## config.mk

```make
export PLATFORM = sky130hd
export DESIGN_NAME = tmr0_prescaled_counter
export DESIGN_NICKNAME = d
export VERILOG_FILES = /design/src/logic/tmr0_pkg.sv /design/src/logic/tmr0_prescaler.sv /design/src/logic/tmr0_pin_sync.sv /design/src/logic/tmr0_prescaled_counter.sv
export VERILOG_INCLUDE_DIRS = /design/src /design/src/logic
export SDC_FILE = /design/constraint.sdc
export NUM_CORES = 1
export LEC_CHECK = 0
export BUFFER_PORTS_ARGS = -buffer_cell sky130_fd_sc_hd__buf_4
export CORE_MARGIN = 2
export CORE_UTILIZATION = 44
export DETAILED_ROUTE_END_ITERATION = 10
export PLACE_DENSITY = 0.75
export RECOVER_POWER = 25
export SLEW_MARGIN = 20
export SYNTH_ARGS = -nofsm -noshare
export SYNTH_HDL_FRONTEND = slang
export SYNTH_SLANG_ARGS = --single-unit
```

## constraint.sdc

```tcl
create_clock -name pclk -period 2.1 [get_ports pclk]
set_input_delay 0 -clock pclk [delete_from_list [all_inputs] [get_ports pclk]]
set_output_delay 0 -clock pclk [all_outputs]
set_load 0.01 [all_outputs]
```

## src/logic/tmr0_consts.svh

```systemverilog
// constants of the prescaled 8-bit timer/counter: map, fields, codes
`ifndef TMR0_CONSTS_SVH
`define TMR0_CONSTS_SVH

// ------------------------------------------------------------------
// widths
// ------------------------------------------------------------------
`define TMR0_AW 12
`define TMR0_DW 32
`define TMR0_CW 8
`define TMR0_CSW 3
`define TMR0_PSW 10

// ------------------------------------------------------------------
// register byte offsets
// ------------------------------------------------------------------
`define TMR0_OFS_CTRL 12'h000
`define TMR0_OFS_COUNT 12'h004
`define TMR0_OFS_FLAGS 12'h008
`define TMR0_OFS_MASK 12'h00C
`define TMR0_OFS_CLEAR 12'h010

// ------------------------------------------------------------------
// reset values
// ------------------------------------------------------------------
`define TMR0_RST_CS 3'h0
`define TMR0_RST_COUNT 8'h00
`define TMR0_RST_EVT 1'h0
`define TMR0_RST_PS 10'h000
`define TMR0_RST_DATA 32'h00000000

// ------------------------------------------------------------------
// field positions and values
// ------------------------------------------------------------------
`define TMR0_OVF_BIT 0
`define TMR0_COUNT_MAX 8'hFF
`define TMR0_COUNT_ONE 8'h01
`define TMR0_CTRL_PAD 29'h00000000
`define TMR0_COUNT_PAD 24'h000000
`define TMR0_EVT_PAD 31'h00000000

// ------------------------------------------------------------------
// prescaler taps: a tick fires when the low bits of the divider are
// all ones, i.e. once every 8, 64, 256 and 1024 clocks
// ------------------------------------------------------------------
`define TMR0_TAP8_MSB 2
`define TMR0_TAP64_MSB 5
`define TMR0_TAP256_MSB 7
`define TMR0_TAP1024_MSB 9

`endif

```

## src/logic/tmr0_pkg.sv

```systemverilog
// types shared by the prescaled 8-bit timer/counter
`include "tmr0_consts.svh"

package tmr0_pkg;

   // clock-select codes of the control register
   typedef enum logic [`TMR0_CSW-1:0] {
      TMR0_CS_STOP = 3'h0,
      TMR0_CS_CLK = 3'h1,
      TMR0_CS_DIV8 = 3'h2,
      TMR0_CS_DIV64 = 3'h3,
      TMR0_CS_DIV256 = 3'h4,
      TMR0_CS_DIV1024 = 3'h5,
      TMR0_CS_PINFALL = 3'h6,
      TMR0_CS_PINRISE = 3'h7
   } tmr0_clksel_e;

   // one apb request as seen in its setup cycle
   typedef struct packed {
      logic [`TMR0_AW-1:0] addr;
      logic write;
      logic [`TMR0_DW-1:0] wdata;
   } tmr0_apb_req_s;

   // prescaled tick pulses
   typedef struct packed {
      logic div1024;
      logic div256;
      logic div64;
      logic div8;
   } tmr0_ticks_s;

endpackage : tmr0_pkg

```

## src/logic/tmr0_prescaler.sv

```systemverilog
// free-running 10-bit prescale divider giving four tick pulses
`timescale 1ns/1ps
`default_nettype none
`include "tmr0_consts.svh"

module tmr0_prescaler
   import tmr0_pkg::*;
(
   input wire logic pclk,
   input wire logic presetn,
   output tmr0_ticks_s ticks
);

   logic [`TMR0_PSW-1:0] div_q;

   // never cleared by software, so the phase of a prescaled tick is
   // unrelated to the moment the counter is started
   always_ff @(posedge pclk or negedge presetn) begin
      if (!presetn) begin
         div_q <= `TMR0_RST_PS;
      end else begin
         div_q <= div_q + 10'h001;
      end
   end

   assign ticks.div8 = &div_q[`TMR0_TAP8_MSB:0];
   assign ticks.div64 = &div_q[`TMR0_TAP64_MSB:0];
   assign ticks.div256 = &div_q[`TMR0_TAP256_MSB:0];
   assign ticks.div1024 = &div_q[`TMR0_TAP1024_MSB:0];

endmodule : tmr0_prescaler

`default_nettype wire

```

## src/logic/tmr0_pin_sync.sv

```systemverilog
// two-flop synchroniser for the count pin with edge detection
`timescale 1ns/1ps
`default_nettype none

module tmr0_pin_sync (
   input wire logic pclk,
   input wire logic presetn,
   input wire logic pin,
   output logic rise,
   output logic fall
);

   logic meta_q;
   logic sync_q;
   logic last_q;

   // sampled on every rising clock edge; meta_q feeds sync_q only
   always_ff @(posedge pclk or negedge presetn) begin
      if (!presetn) begin
         meta_q <= 1'h0;
         sync_q <= 1'h0;
         last_q <= 1'h0;
      end else begin
         meta_q <= pin;
         sync_q <= meta_q;
         last_q <= sync_q;
      end
   end

   assign rise = sync_q & ~last_q;
   assign fall = ~sync_q & last_q;

endmodule : tmr0_pin_sync

`default_nettype wire

```

## src/logic/tmr0_prescaled_counter.sv

```systemverilog
// apb-mapped 8-bit up-counter with prescaled or pin count source
//
// Implementation choices: the address map and register access over APB.
`timescale 1ns/1ps
`default_nettype none
`include "tmr0_consts.svh"

module tmr0_prescaled_counter
   import tmr0_pkg::*;
(
   input wire logic pclk,
   input wire logic presetn,
   input wire logic psel,
   input wire logic penable,
   input wire logic pwrite,
   input wire logic [`TMR0_AW-1:0] paddr,
   input wire logic [`TMR0_DW-1:0] pwdata,
   output logic [`TMR0_DW-1:0] prdata,
   output logic pready,
   output logic pslverr,
   input wire logic count_input_pin,
   output logic timer_irq
);

   // ------------------------------------------------------------------
   // state
   // ------------------------------------------------------------------
   tmr0_clksel_e cs_q;
   tmr0_clksel_e cs_d;
   logic [`TMR0_CW-1:0] count_q;
   logic [`TMR0_CW-1:0] count_d;
   logic ovf_flag_q;
   logic ovf_flag_d;
   logic ovf_mask_q;
   logic ovf_mask_d;
   logic [`TMR0_DW-1:0] prdata_q;
   logic [`TMR0_DW-1:0] prdata_d;
   logic pready_q;
   logic pready_d;
   logic pslverr_q;
   logic pslverr_d;
   logic irq_q;
   logic irq_d;

   // ------------------------------------------------------------------
   // apb request decode
   // ------------------------------------------------------------------
   tmr0_apb_req_s req;
   wire setup_cyc;
   wire access_done;
   wire wr_done;
   wire hit_ctrl;
   wire hit_count;
   wire hit_flags;
   wire hit_mask;
   wire hit_clear;
   wire hit_any;
   wire rd_only_hit;
   wire wr_only_hit;
   wire bad_access;

   assign req.addr = paddr;
   assign req.write = pwrite;
   assign req.wdata = pwdata;

   // pready is registered: it rises in the first access cycle, so
   // every transfer completes with no wait state
   assign setup_cyc = psel & ~penable;
   assign access_done = psel & penable & pready_q;
   assign wr_done = access_done & req.write & ~pslverr_q;

   assign hit_ctrl = (req.addr == `TMR0_OFS_CTRL);
   assign hit_count = (req.addr == `TMR0_OFS_COUNT);
   assign hit_flags = (req.addr == `TMR0_OFS_FLAGS);
   assign hit_mask = (req.addr == `TMR0_OFS_MASK);
   assign hit_clear = (req.addr == `TMR0_OFS_CLEAR);
   assign hit_any = hit_ctrl | hit_count | hit_flags | hit_mask | hit_clear;

   // the flag register only reads, the clear register only writes
   assign rd_only_hit = hit_flags;
   assign wr_only_hit = hit_clear;
   assign bad_access = ~hit_any
                     | (req.write & rd_only_hit)
                     | (~req.write & wr_only_hit);

   // ------------------------------------------------------------------
   // write strobes
   // ------------------------------------------------------------------
   wire wr_ctrl;
   wire wr_count;
   wire wr_mask;
   wire wr_clear;

   assign wr_ctrl = wr_done & hit_ctrl;
   assign wr_count = wr_done & hit_count;
   assign wr_mask = wr_done & hit_mask;
   assign wr_clear = wr_done & hit_clear;

   // ------------------------------------------------------------------
   // read data
   // ------------------------------------------------------------------
   wire [`TMR0_DW-1:0] rd_ctrl;
   wire [`TMR0_DW-1:0] rd_count;
   wire [`TMR0_DW-1:0] rd_flags;
   wire [`TMR0_DW-1:0] rd_mask;
   wire [`TMR0_DW-1:0] rd_mux;

   assign rd_ctrl = {`TMR0_CTRL_PAD, cs_q};
   assign rd_count = {`TMR0_COUNT_PAD, count_q};
   assign rd_flags = {`TMR0_EVT_PAD, ovf_flag_q};
   assign rd_mask = {`TMR0_EVT_PAD, ovf_mask_q};

   assign rd_mux = hit_ctrl ? rd_ctrl :
                   hit_count ? rd_count :
                   hit_flags ? rd_flags :
                   hit_mask ? rd_mask :
                   `TMR0_RST_DATA;

   // ------------------------------------------------------------------
   // count sources
   // ------------------------------------------------------------------
   tmr0_ticks_s ticks;
   logic pin_rise;
   logic pin_fall;

   tmr0_prescaler u_prescaler (
      .pclk(pclk),
      .presetn(presetn),
      .ticks(ticks)
   );

   // the port carries the pad level, which is synchronised here
   // before its rising and falling edges are detected for counting
   tmr0_pin_sync u_pin_sync (
      .pclk(pclk),
      .presetn(presetn),
      .pin(count_input_pin),
      .rise(pin_rise),
      .fall(pin_fall)
   );

   // ------------------------------------------------------------------
   // clock-select decode
   // ------------------------------------------------------------------
   wire sel_stop;
   wire sel_clk;
   wire sel_div8;
   wire sel_div64;
   wire sel_div256;
   wire sel_div1024;
   wire sel_fall;
   wire sel_rise;
   wire count_tick;

   assign sel_stop = (cs_q == TMR0_CS_STOP);
   assign sel_clk = (cs_q == TMR0_CS_CLK);
   assign sel_div8 = (cs_q == TMR0_CS_DIV8);
   assign sel_div64 = (cs_q == TMR0_CS_DIV64);
   assign sel_div256 = (cs_q == TMR0_CS_DIV256);
   assign sel_div1024 = (cs_q == TMR0_CS_DIV1024);
   assign sel_fall = (cs_q == TMR0_CS_PINFALL);
   assign sel_rise = (cs_q == TMR0_CS_PINRISE);

   // stop yields no tick, so the counter simply holds
   assign count_tick = ~sel_stop & (
                         sel_clk
                       | (sel_div8 & ticks.div8)
                       | (sel_div64 & ticks.div64)
                       | (sel_div256 & ticks.div256)
                       | (sel_div1024 & ticks.div1024)
                       | (sel_fall & pin_fall)
                       | (sel_rise & pin_rise));

   // ------------------------------------------------------------------
   // counter and overflow
   // ------------------------------------------------------------------
   wire at_max;
   wire overflow;

   assign at_max = (count_q == `TMR0_COUNT_MAX);
   // a write in the same cycle as a tick wins, so an overflow that the
   // write replaces is not reported
   assign overflow = count_tick & at_max & ~wr_count;

   always_comb begin
      count_d = count_q;
      if (wr_count) begin
         count_d = req.wdata[`TMR0_CW-1:0];
      end else if (count_tick) begin
         count_d = count_q + `TMR0_COUNT_ONE;
      end
   end

   always_comb begin
      cs_d = cs_q;
      if (wr_ctrl) begin
         cs_d = tmr0_clksel_e'(req.wdata[`TMR0_CSW-1:0]);
      end
   end

   // ------------------------------------------------------------------
   // interrupt flag, mask and output
   // ------------------------------------------------------------------
   wire clr_ovf;

   assign clr_ovf = wr_clear & req.wdata[`TMR0_OVF_BIT];

   always_comb begin
      ovf_flag_d = ovf_flag_q;
      // a set in the clearing cycle wins over the clear
      if (overflow) begin
         ovf_flag_d = 1'h1;
      end else if (clr_ovf) begin
         ovf_flag_d = 1'h0;
      end
   end

   always_comb begin
      ovf_mask_d = ovf_mask_q;
      if (wr_mask) begin
         ovf_mask_d = req.wdata[`TMR0_OVF_BIT];
      end
   end

   assign irq_d = ovf_flag_q & ovf_mask_q;

   // ------------------------------------------------------------------
   // bus answer
   // ------------------------------------------------------------------
   always_comb begin
      pready_d = 1'h0;
      pslverr_d = 1'h0;
      prdata_d = prdata_q;
      if (setup_cyc) begin
         pready_d = 1'h1;
         pslverr_d = bad_access;
         prdata_d = req.write ? `TMR0_RST_DATA : rd_mux;
      end
   end

   // ------------------------------------------------------------------
   // registers: clock select and count
   // ------------------------------------------------------------------
   // reset picks stop, so nothing counts until software sets a source
   always_ff @(posedge pclk or negedge presetn) begin
      if (!presetn) begin
         cs_q <= TMR0_CS_STOP;
      end else begin
         cs_q <= cs_d;
      end
   end

   // one next-value path: a bus write simply replaces the increment
   always_ff @(posedge pclk or negedge presetn) begin
      if (!presetn) begin
         count_q <= `TMR0_RST_COUNT;
      end else begin
         count_q <= count_d;
      end
   end

   // ------------------------------------------------------------------
   // registers: overflow flag, mask and interrupt
   // ------------------------------------------------------------------
   always_ff @(posedge pclk or negedge presetn) begin
      if (!presetn) begin
         ovf_flag_q <= `TMR0_RST_EVT;
      end else begin
         ovf_flag_q <= ovf_flag_d;
      end
   end

   always_ff @(posedge pclk or negedge presetn) begin
      if (!presetn) begin
         ovf_mask_q <= `TMR0_RST_EVT;
      end else begin
         ovf_mask_q <= ovf_mask_d;
      end
   end

   // the pin comes straight from a flop, so it trails flag and mask
   // by one cycle; software sees no glitch from the and gate
   always_ff @(posedge pclk or negedge presetn) begin
      if (!presetn) begin
         irq_q <= `TMR0_RST_EVT;
      end else begin
         irq_q <= irq_d;
      end
   end

   // ------------------------------------------------------------------
   // registers: bus answer
   // ------------------------------------------------------------------
   // read data holds between transfers; only pready marks it valid
   always_ff @(posedge pclk or negedge presetn) begin
      if (!presetn) begin
         prdata_q <= `TMR0_RST_DATA;
      end else begin
         prdata_q <= prdata_d;
      end
   end

   // pready resets low, so a transfer cut by reset is never answered
   always_ff @(posedge pclk or negedge presetn) begin
      if (!presetn) begin
         pready_q <= `TMR0_RST_EVT;
      end else begin
         pready_q <= pready_d;
      end
   end

   always_ff @(posedge pclk or negedge presetn) begin
      if (!presetn) begin
         pslverr_q <= `TMR0_RST_EVT;
      end else begin
         pslverr_q <= pslverr_d;
      end
   end

   // ------------------------------------------------------------------
   // outputs
   // ------------------------------------------------------------------
   // every output is a flop's q, so no decode hazard reaches a port
   assign prdata = prdata_q;
   assign pready = pready_q;
   assign pslverr = pslverr_q;
   assign timer_irq = irq_q;

endmodule : tmr0_prescaled_counter

`default_nettype wire

```

# After elaboration in Yosys (flattened, before gate mapping)
# Index checks and enable logic that the tools add are counted.
[word_totals]
regBits = 61
word_cells = 89
out_inout_bits = 35
[op_classes]
bitwise_logic = 44
n_mux = 11
n_reduce_logical = 8
n_eq_ne = 12
add_sub_neg = 2
[ops]
columns = ["operator", "n"]
rows = [
  ["$mux W8", 5],
  ["$and A1 B1 Y1", 24],
  ["$eq A12 B4 Y1 const B", 2],
  ["$eq A12 B3 Y1 const B", 1],
  ["$eq A12 B5 Y1 const B", 1],
  ["$eq A3 B3 Y1 const B", 4],
  ["$logic_not A12 Y1", 1],
  ["$or A1 B1 Y1", 12],
  ["$add A10 B1 Y10 const B", 1],
  ["$reduce_and A10 Y1", 1],
  ["$add A8 B1 Y8 const B", 1],
  ["$eq A8 B8 Y1 const B", 1],
  ["$not A1 Y1", 8],
  ["$reduce_and A8 Y1", 1],
  ["$eq A3 B2 Y1 const B", 2],
  ["$mux W1", 6],
  ["$reduce_and A6 Y1", 1],
  ["$reduce_bool A2 Y1", 2],
  ["$eq A3 B1 Y1 const B", 1],
  ["$logic_not A3 Y1", 1],
  ["$reduce_and A3 Y1", 1],
]

# Longest topological paths before layout
# Gate-level depths: netlist of the first run.
[logic_depth]
depth_word = 12
depth_mapped = 8
ltp_nobuf = 8

# By module
# Synthesis of the first run repeated with hierarchy kept, for this count alone.
[hier_totals]
hier_cells = 185
area_unflattened_um2 = 2028.2
[by_module_without_submodules]
columns = ["mod", "area_each_um2", "instances", "cells_per_inst"]
rows = [
  ["tmr0_prescaled_counter", 1496.4, 1, 145],
  ["tmr0_prescaler", 441.7, 1, 35],
  ["tmr0_pin_sync", 90.1, 1, 5],
]

# Worst setup path before layout of the first run
# OpenSTA, ideal clock, no wires.
[synth_timing]
path_type = "reg2reg"
from = "register u_prescaler.div_q[0]"
to = "register count_q[7]"
arrival_time_ns = 1.665
setup_time_ns = 0.120
path_buffers = 0
slack_ns = 0.315
stages_incl_launch_ff = 9
required_ns = 1.980
period_less_slack_ns = 1.785
path_cell_list = "dfrtp_1 ha_1 ha_1 nand2_1 mux2i_1 o21bai_1 a21oi_1 mux2i_1 a41o_1"
[synth_via]
elab_chain_len = 10
[synth_rtl]
columns = ["item", "line", "rtl"]
rows = [
  ["start: declaration", "tmr0_prescaler.sv:14", "logic [`TMR0_PSW-1:0] div_q;"],
  ["start signal: assignment", "tmr0_prescaler.sv:20", "div_q <= `TMR0_RST_PS;"],
  ["start signal: assignment", "tmr0_prescaler.sv:22", "div_q <= div_q + 10'h001;"],
  ["$reduce_and A3 Y1", "tmr0_prescaler.sv:26", "assign ticks.div8 = &div_q[`TMR0_TAP8_MSB:0];"],
  ["$and A1 B1 Y1", "tmr0_prescaled_counter.sv:167", "| (sel_div8 & ticks.div8)"],
  ["$or A1 B1 Y1", "tmr0_prescaled_counter.sv:167", ""],
  ["$or A1 B1 Y1", "tmr0_prescaled_counter.sv:168", "| (sel_div64 & ticks.div64)"],
  ["$or A1 B1 Y1", "tmr0_prescaled_counter.sv:169", "| (sel_div256 & ticks.div256)"],
  ["$or A1 B1 Y1 *", "tmr0_prescaled_counter.sv:170", "| (sel_div1024 & ticks.div1024)"],
  ["$or A1 B1 Y1 *", "tmr0_prescaled_counter.sv:171", "| (sel_fall & pin_fall)"],
  ["$or A1 B1 Y1 *", "tmr0_prescaled_counter.sv:172", "| (sel_rise & pin_rise));"],
  ["$and A1 B1 Y1 *", "tmr0_prescaled_counter.sv:165", "assign count_tick = ~sel_stop & ("],
  ["$reduce_bool A2 Y1 (no source line) *", "n/a", ""],
  ["end signal: assignment", "tmr0_prescaled_counter.sv:256", "count_q <= `TMR0_RST_COUNT;"],
  ["end signal: assignment", "tmr0_prescaled_counter.sv:258", "count_q <= count_d;"],
  ["end: declaration", "tmr0_prescaled_counter.sv:30", "logic [`TMR0_CW-1:0] count_q;"],
]
# Mark *: on every way between the ends. The rest lies on a longest branch, timed or not.
# A chain may end at the register's enable or synchronous reset.

# Worst setup path in the final report of the first run
# Same ends and word-level chain as after synthesis.

==> results of run 1 <==
-- sequential cells by signal (all words and copies together) (netlist names), 3 cells and up --
name	count
u_prescaler.div_q	10
count_q	8
prdata	8
cs_q	3
-- cell type report --
cell class / count / area (um2)
Fill cell: 364 / 1740
Tap cell: 50 / 62.6
Clock buffer: 7 / 86.3
Timing Repair Buffer: 49 / 390
Inverter: 3 / 11.3
Multi-Input combinational cell: 138 / 866
Sequential cell: 37 / 926
-- synth_stat cells, types with 2 or more instances --
master	count
dfrtp_1	37
buf_4	24
a21oi_1	14
nor2_1	14
nand2_1	12
nand3_1	10
xnor2_1	9
mux2i_1	6
a22o_1	5
nand2b_1	5
nand4_1	5
mux2_2	4
xor2_1	4
ha_1	3
inv_1	3
nor3_1	3
a41o_1	2
and2_1	2
buf_2	2
o21ai_0	2
-- routing by layer --
metal  GRT usage  part of all wire  vias to the layer above  wire length (um)
met5           0                 0                        -                 0
met4      0.0641             0.019                        0                71
met3      0.0476             0.067                        7               244
met2       0.257              0.46                       52              1690
met1       0.219              0.45                      679              1660
li1            -                 -                      694                 -
-- stage by stage --
step / power, mW / hold WS, ps / utilization / setup WS [ps] / std cells
2_1_floorplan: 0.811 / -296 / - / 315 / 205
3_3_place_gp: 0.839 / -12.5 / 0.528 / 263 / 267
3_5_place_dp: 0.841 / -11.1 / 0.528 / 231 / 267
4_1_cts: 1.35 / 41.8 / 0.574 / 265 / 284
5_1_grt: 1.39 / 57.5 / 0.573 / 97.5 / 284
6_report: 1.33 / 41.8 / 0.573 / 283 / 284
-- where the power goes --
part	internal, mW	switching (mW)	total (mW)
registers	0.719	0.00470	0.724
clock network	0.260	0.228	0.488
logic	0.0547	0.0631	0.118
-- critical path: stages (launching register included) --
cell and delay (ps):
dfrtp_1 370, ha_1 250, ha_1 170, nand2_1 50, mux2i_1 130, o21bai_1 70, buf_4 160, a21oi_1 210
mux2i_1 100, a41o_1 200
-- cell families after synthesis --
kind of cell,count (synthesis),synth area share
AND/OR/NAND/NOR,58,0.159
flip-flops,37,0.485
buffers and inverters,30,0.107
AO/OA/AOI/OAI,29,0.101
XOR/XNOR,13,0.0596
multiplexers,11,0.0668
adder cells (fa/ha/maj),3,0.0196
other,1,0.00196
-- path summary, 6_finish.rpt --
check,start,to,slack (ps),cells after the start
worst max-delay path,u_prescaler.div_q[0],count_q[7],280,9
worst min-delay path,paddr[5],pslverr,40,3
worst max register to register,u_prescaler.div_q[0],count_q[7],280,9
worst min register to register,u_pin_sync.meta_q,u_pin_sync.sync_q,350,0
max in group asynchronous,presetn,ovf_flag_q,1170,2
min in group asynchronous,presetn,u_prescaler.div_q[7],370,2
==> out/summary.txt, run 1 <==
status -> finished clean
initial core utilization -> 0.468
core area -> 4090 um2
WL final -> 3.67 mm
Post-synth EDFFs -> 0
Req. time, crit path -> 2280 ps
Final GP Congestion -> 0.804
post-synth top area share -> 0.485
Chip Width -> 69.9 um
share of layout cells above drive strength 1 -> 0.226
# resized after CTS -> 0
period utilization -> 0.865
Worst Path Arrival -> 1990 ps
most frequent cells in the layout -> 37 x dfrtp_1, 36 x buf_4, 24 x conb_1
Slew Limit Fails -> 0
dpl cell area -> 2160 um2
gr usage total -> 0.165
CP Capture Type -> register
Die Area -> 4890 um2
grt ovf -> 0
leading area contributor after synthesis -> dfrtp_1
worst-path fanout max -> 7
crit path kind -> register to register
First-pass DRT Iterations -> 4
initial antenna violation count -> 0
CTS root buffer -> clkbuf_8
clock slew at reported path FFs -> 70 ps
Synthesis Warnings -> 0
drt drc -> 0
Layout Nets -> 287
TritonCTS Buffers -> 5
type of the worst min-delay path -> input pin to register
Pwr per Cell Area -> 568 nW/um2
Detailed Route Iter0 Violations -> 123
VDD IR-drop max -> 0.332 mV
Worst Setup Start Kind -> register
Die Span Y -> 69.9 um
min cycle time layout -> 1820 ps
final hold viol count -> 0
first-pass GRT wire length -> 6.44 mm
Routed wire per std cell -> 12.9 um
Clock Skews -> 2.50 ps
max_cap viols -> 0
relative slew slack -> 0.405
I/O pins -> 85
CTS tree -> built
hold buffer count at cts -> 10
row cnt -> 23
most common cell after layout, fill and taps aside -> dfrtp_1
register area share after synthesis -> 0.485
Antenna Cells -> 0
unrepaired setup endpoints after global routing -> no
routed vias/inst -> 5.04
clk buf depth -> 2
Async SR Flop Fraction -> 1.00
PortBufs -> 36
Syn Inst Count -> 182
Layout area overhead -> 22.6%
Max Clk Rate -> 0.550 GHz
Post-CTS Setup Bufs -> 0
Clk Latency, worst-skew pair -> 280 ps
Sink Count -> 37
H-tree levels -> 2
count of cell types in the netlist -> 36
flops & latches, synth -> 37
Routed Antenna Nets -> 0
post-synthesis cell area -> 1910 um2
setup_tns -> 0 ps
post-DP HPWL -> 2.66 mm
ranking of synthesized cells by area -> dfrtp_1 48%, buf_4 9.4%, xnor2_1 4.1%, a21oi_1 3.7%, mux2i_1 3.1%
Lkg Pwr -> 1.14 nW
main flop type after synthesis -> dfrtp_1
Via Count -> 1432
final setup violation count -> 0
Worst-Margin Slew -> 893 ps
Mean Syn Cell Area -> 10.5 um2
largest net degree at the start of global routing -> 38
vias in the first global route -> 1413
Design Area, Final -> 2340 um2
No activity file was read; power rests on OpenSTA's default activity.
==> inputs of run 2 (changes only) <==
ABC_AREA = 1   (was not set)
PLACE_DENSITY = 0.73   (was 0.75)
==> run 2 against run 1 <==
Highest routed layer unchanged. Clock skew is 0.84 ps lower. Critical path depth did not move. First-iteration DRC count shrank 4.9%.
==> out/summary.txt, run 2 <==
unrepaired setup endpoints after global routing -> no (unchanged)
post-synthesis compound-gate area fraction -> 0.0322 (was 0.101)
Slew Limit Fails -> 0 (unchanged)
most common cell after layout, fill and taps aside -> nand2_1 (was dfrtp_1)
relative slew slack -> 0.416 (was 0.405)
CP dominant cell by count -> nand2_1
Routed wire per std cell -> 10.9 um (was 12.9 um)
Hold Path Origin -> pwdata[7] (was paddr[5])
largest net degree at the start of global routing -> 38 (unchanged)
Simple-Gate Fraction of Synth Area -> 0.340 (was 0.159)
drt drc -> 0 (unchanged)
crit path kind -> register to register (unchanged)
ranking of synthesized cells by area -> dfrtp_1 42%, nand2_1 15%, buf_4 8.8%, nand3_1 6.3%, nand4_1 5.7% (was dfrtp_1 48%, buf_4 9.4%, xnor2_1 4.1%, a21oi_1 3.7%, mux2i_1 3.1%)
Via Count -> 1867 (was 1432)
First-pass DRT Iterations -> 4 (unchanged)
Crit path buffers/inverters -> 0 (was 1)
Flop pwr share -> 0.547 (was 0.544)
Syn Inst Count -> 286 (was 182)
initial core utilization -> 0.462 (was 0.468)
critical path's slowest cell -> dfrtp_1 (unchanged)
row cnt -> 25 (was 23)
Req. time, crit path -> 2280 ps (about the same)
cell depth of the worst flop-to-flop path -> 9 (unchanged)
grt ovf -> 0 (unchanged)
most frequent cells in the layout -> 87 x nand2_1, 38 x buf_4, 37 x dfrtp_1 (was 37 x dfrtp_1, 36 x buf_4, 24 x conb_1)
clk buf depth -> 2 (unchanged)
post-synthesis cell area -> 2210 um2 (was 1910 um2)
max reg flops -> 10 (unchanged)
Die Span Y -> 74.9 um (was 69.9 um)
CTS tree -> built (unchanged)
mux contribution to synthesized area -> 0 (was 0.0668)
count of cell types in the netlist -> 25 (was 36)
Layout Nets -> 383 (was 287)
setup_tns -> 0 ps (unchanged)
Int Power -> 0.992 mW (was 1.03 mW)
synth cell count leaders -> 87 x nand2_1, 37 x dfrtp_1, 28 x nand3_1 (was 37 x dfrtp_1, 24 x buf_4, 14 x a21oi_1, 14 x nor2_1, 12 x nand2_1)
Clk Latency, worst-skew pair -> 290 ps (was 280 ps)
area share of fa/ha/maj cells after synthesis -> 0.0170 (was 0.0196)
XOR/XNOR share of the synthesized area -> 0.0396 (was 0.0596)
largest family of logic cells by synthesized area -> simple AND/OR/NAND/NOR gates (unchanged)
initial antenna violation count -> 0 (unchanged)
Min-Delay Endpoint -> count_q[7] (was pslverr)
Async SR Flop Fraction -> 1.00 (unchanged)
Mean Syn Cell Area -> 7.74 um2 (was 10.5 um2)
gr usage total -> 0.177 (was 0.165)
hold path depth -> 5 (was 3)
Routed Antenna Nets -> 0 (unchanged)
Sink Count -> 37 (unchanged)
WL final -> 4.35 mm (was 3.67 mm)
Final GP Congestion -> 0.820 (was 0.804)
type of the worst min-delay path -> input pin to register (unchanged)
core area -> 4790 um2 (was 4090 um2)
Detailed Route Iter0 Violations -> 117 (was 123)
Critical R2R Capture -> count_q[5] (was count_q[7])
post-route setup slack -> 466 ps (was 283 ps)
max_cap viols -> 0 (unchanged)
Antenna Cells -> 0 (unchanged)
Biggest register -> u_prescaler.div_q (unchanged)
Logic pwr share -> 0.088 (was 0.089)
Worst-Margin Slew -> 876 ps (was 893 ps)
Clock Skews -> 1.66 ps (was 2.50 ps)
I/O pins -> 85 (unchanged)
period utilization -> 0.778 (was 0.865)
RR Startpoint -> u_prescaler.div_q[0] (unchanged)
CTS root buffer -> clkbuf_8 (unchanged)
Die Area -> 5610 um2 (was 4890 um2)
Worst Setup Start Kind -> register (unchanged)
Pwr per Cell Area -> 506 nW/um2 (was 568 nW/um2)
Worst path max stage delay -> 400 ps (was 370 ps)
post-DP HPWL -> 3.29 mm (was 2.66 mm)
min cycle time layout -> 1630 ps (was 1820 ps)
Lkg Pwr -> 1.42 nW (was 1.14 nW)
Post-synth EDFFs -> 0 (unchanged)
routed vias/inst -> 4.69 (was 5.04)
share of layout cells above drive strength 1 -> 0.193 (was 0.226)
first-pass GRT wire length -> 7.66 mm (was 6.44 mm)
final setup violation count -> 0 (unchanged)
Layout area overhead -> 17.4% (was 22.6%)
Max Clk Rate -> 0.612 GHz (was 0.550 GHz)
sw frac -> 0.246 (was 0.223)
CP cell instances -> ha_1 > nand3_1 > nor2_1 > nand2_1 > nand2_1 > nand2_2 > nand3_2 > nand2_1 > nand2_1 (was ha_1 > ha_1 > nand2_1 > mux2i_1 > o21bai_1 > buf_4 > a21oi_1 > mux2i_1 > a41o_1)
Synthesis Warnings -> 0 (unchanged)
CP Capture Type -> register (unchanged)
TritonCTS Buffers -> 5 (unchanged)
worst-path fanout max -> 10 (was 7)
clock network power share -> 0.365 (was 0.367)
main flop type after synthesis -> dfrtp_1 (unchanged)
VDD IR-drop max -> 0.242 mV (was 0.332 mV)
Chip Width -> 74.9 um (was 69.9 um)
final hold viol count -> 0 (unchanged)
vias in the first global route -> 1773 (was 1413)
post-synth top area share -> 0.418 (was 0.485)
pre-CTS setup slack -> 464 ps (was 231 ps)
Worst Path Arrival -> 1810 ps (was 1990 ps)
Crit path max-delay family -> simple AND/OR/NAND/NOR gates (was compound AO/OA/AOI/OAI gates)
H-tree levels -> 2 (unchanged)
Reg2Reg Setup Slack -> 470 ps (was 280 ps)
most instantiated library cell after synthesis -> nand2_1 (was dfrtp_1)
leading area contributor after synthesis -> dfrtp_1 (unchanged)
clock slew at reported path FFs -> 70 ps (about the same)
flops & latches, synth -> 37 (unchanged)
register area share after synthesis -> 0.418 (was 0.485)
Psw -> 0.324 mW (was 0.296 mW)
status -> finished clean (unchanged)
PortBufs -> 36 (unchanged)
Post-CTS Setup Bufs -> 0 (unchanged)
run 2: cell count changes after synthesis, moves of 6 or more:
cell | before | now
inv_1 | 3 | 25
xnor2_1 | 9 | 3
nand2_1 | 12 | 87
o21ai_1 | 0 | 9
nand4_1 | 5 | 20
nand3_1 | 10 | 28
mux2i_1 | 6 | 0
a21oi_1 | 14 | 2
inv_2 | 0 | 6
run 2: worst reg2reg max path, cell delays in order, from the launching register on:
cell	delay [ps]
dfrtp_1	400
ha_1	220
nand3_1	140
nor2_1	90
nand2_1	60
nand2_1	60
nand2_2	170
nand3_2	220
nand2_1	110
nand2_1	60
run 2: per-stage QoR:
step                power, mW  utilization  instance area (um2)  hold WS, ps  std cells
detailed placement      0.844        0.515                 2460        -13.1        385
CTS                      1.33        0.544                 2600         47.9        398
global route             1.38        0.543                 2600         56.5        398
finish                   1.32        0.543                 2600         55.4        398
floorplan               0.813            -                 2300         -296        309
global placement        0.841        0.515                 2460        -15.5        385
run 2: cell type report:
cell class,instances,area (um2)
Clock inverter,3,17.5
Multi-Input combinational cell,210,1040
Tap cell,67,83.8
Sequential cell,37,926
Fill cell,462,2190
Timing Repair Buffer,45,348
Clock buffer,5,68.8
Inverter,31,116
run 2: how the worst max path moves through the flow:
stage                               from         end  slack [ps]  depth (start not counted)
floorplan           u_prescaler.div_q[0]  count_q[0]         600                          7
finish              u_prescaler.div_q[0]  count_q[5]         470                          9
detailed placement  u_prescaler.div_q[0]  count_q[0]         460                          9
global placement    u_prescaler.div_q[0]  count_q[1]         500                          9
CTS                 u_prescaler.div_q[0]  count_q[0]         450                          9
global route        u_prescaler.div_q[0]  count_q[2]         320                          9
run 2: kinds of logic after synthesis:
kind of cell | after synthesis
xor+xnor | 10
compound gates | 13
buf+inv | 62
flops | 37
simple gates | 160
other cells | 1
fa+ha+maj | 3
run 2: repair_timing:
item / CTS / global route
endpoints found under the hold margin: 42 / 0
hold buffers: 5 / 0
resized for setup: 0 / 0
run 2: per-layer routing:
metal  track usage  share of wire
met1         0.234           0.46
met5             0              0
met4        0.0655          0.019
met2         0.285           0.47
met3        0.0402          0.042
run 2: power by group through the flow:
stage | clock, mW | sequential, mW | combinational (mW)
2_1_floorplan | 0 | 0.735 | 0.0785
3_3_place_gp | 0 | 0.734 | 0.107
3_5_place_dp | 0 | 0.734 | 0.109
4_1_cts | 0.492 | 0.720 | 0.117
5_1_grt | 0.526 | 0.721 | 0.131
6_report | 0.480 | 0.720 | 0.115
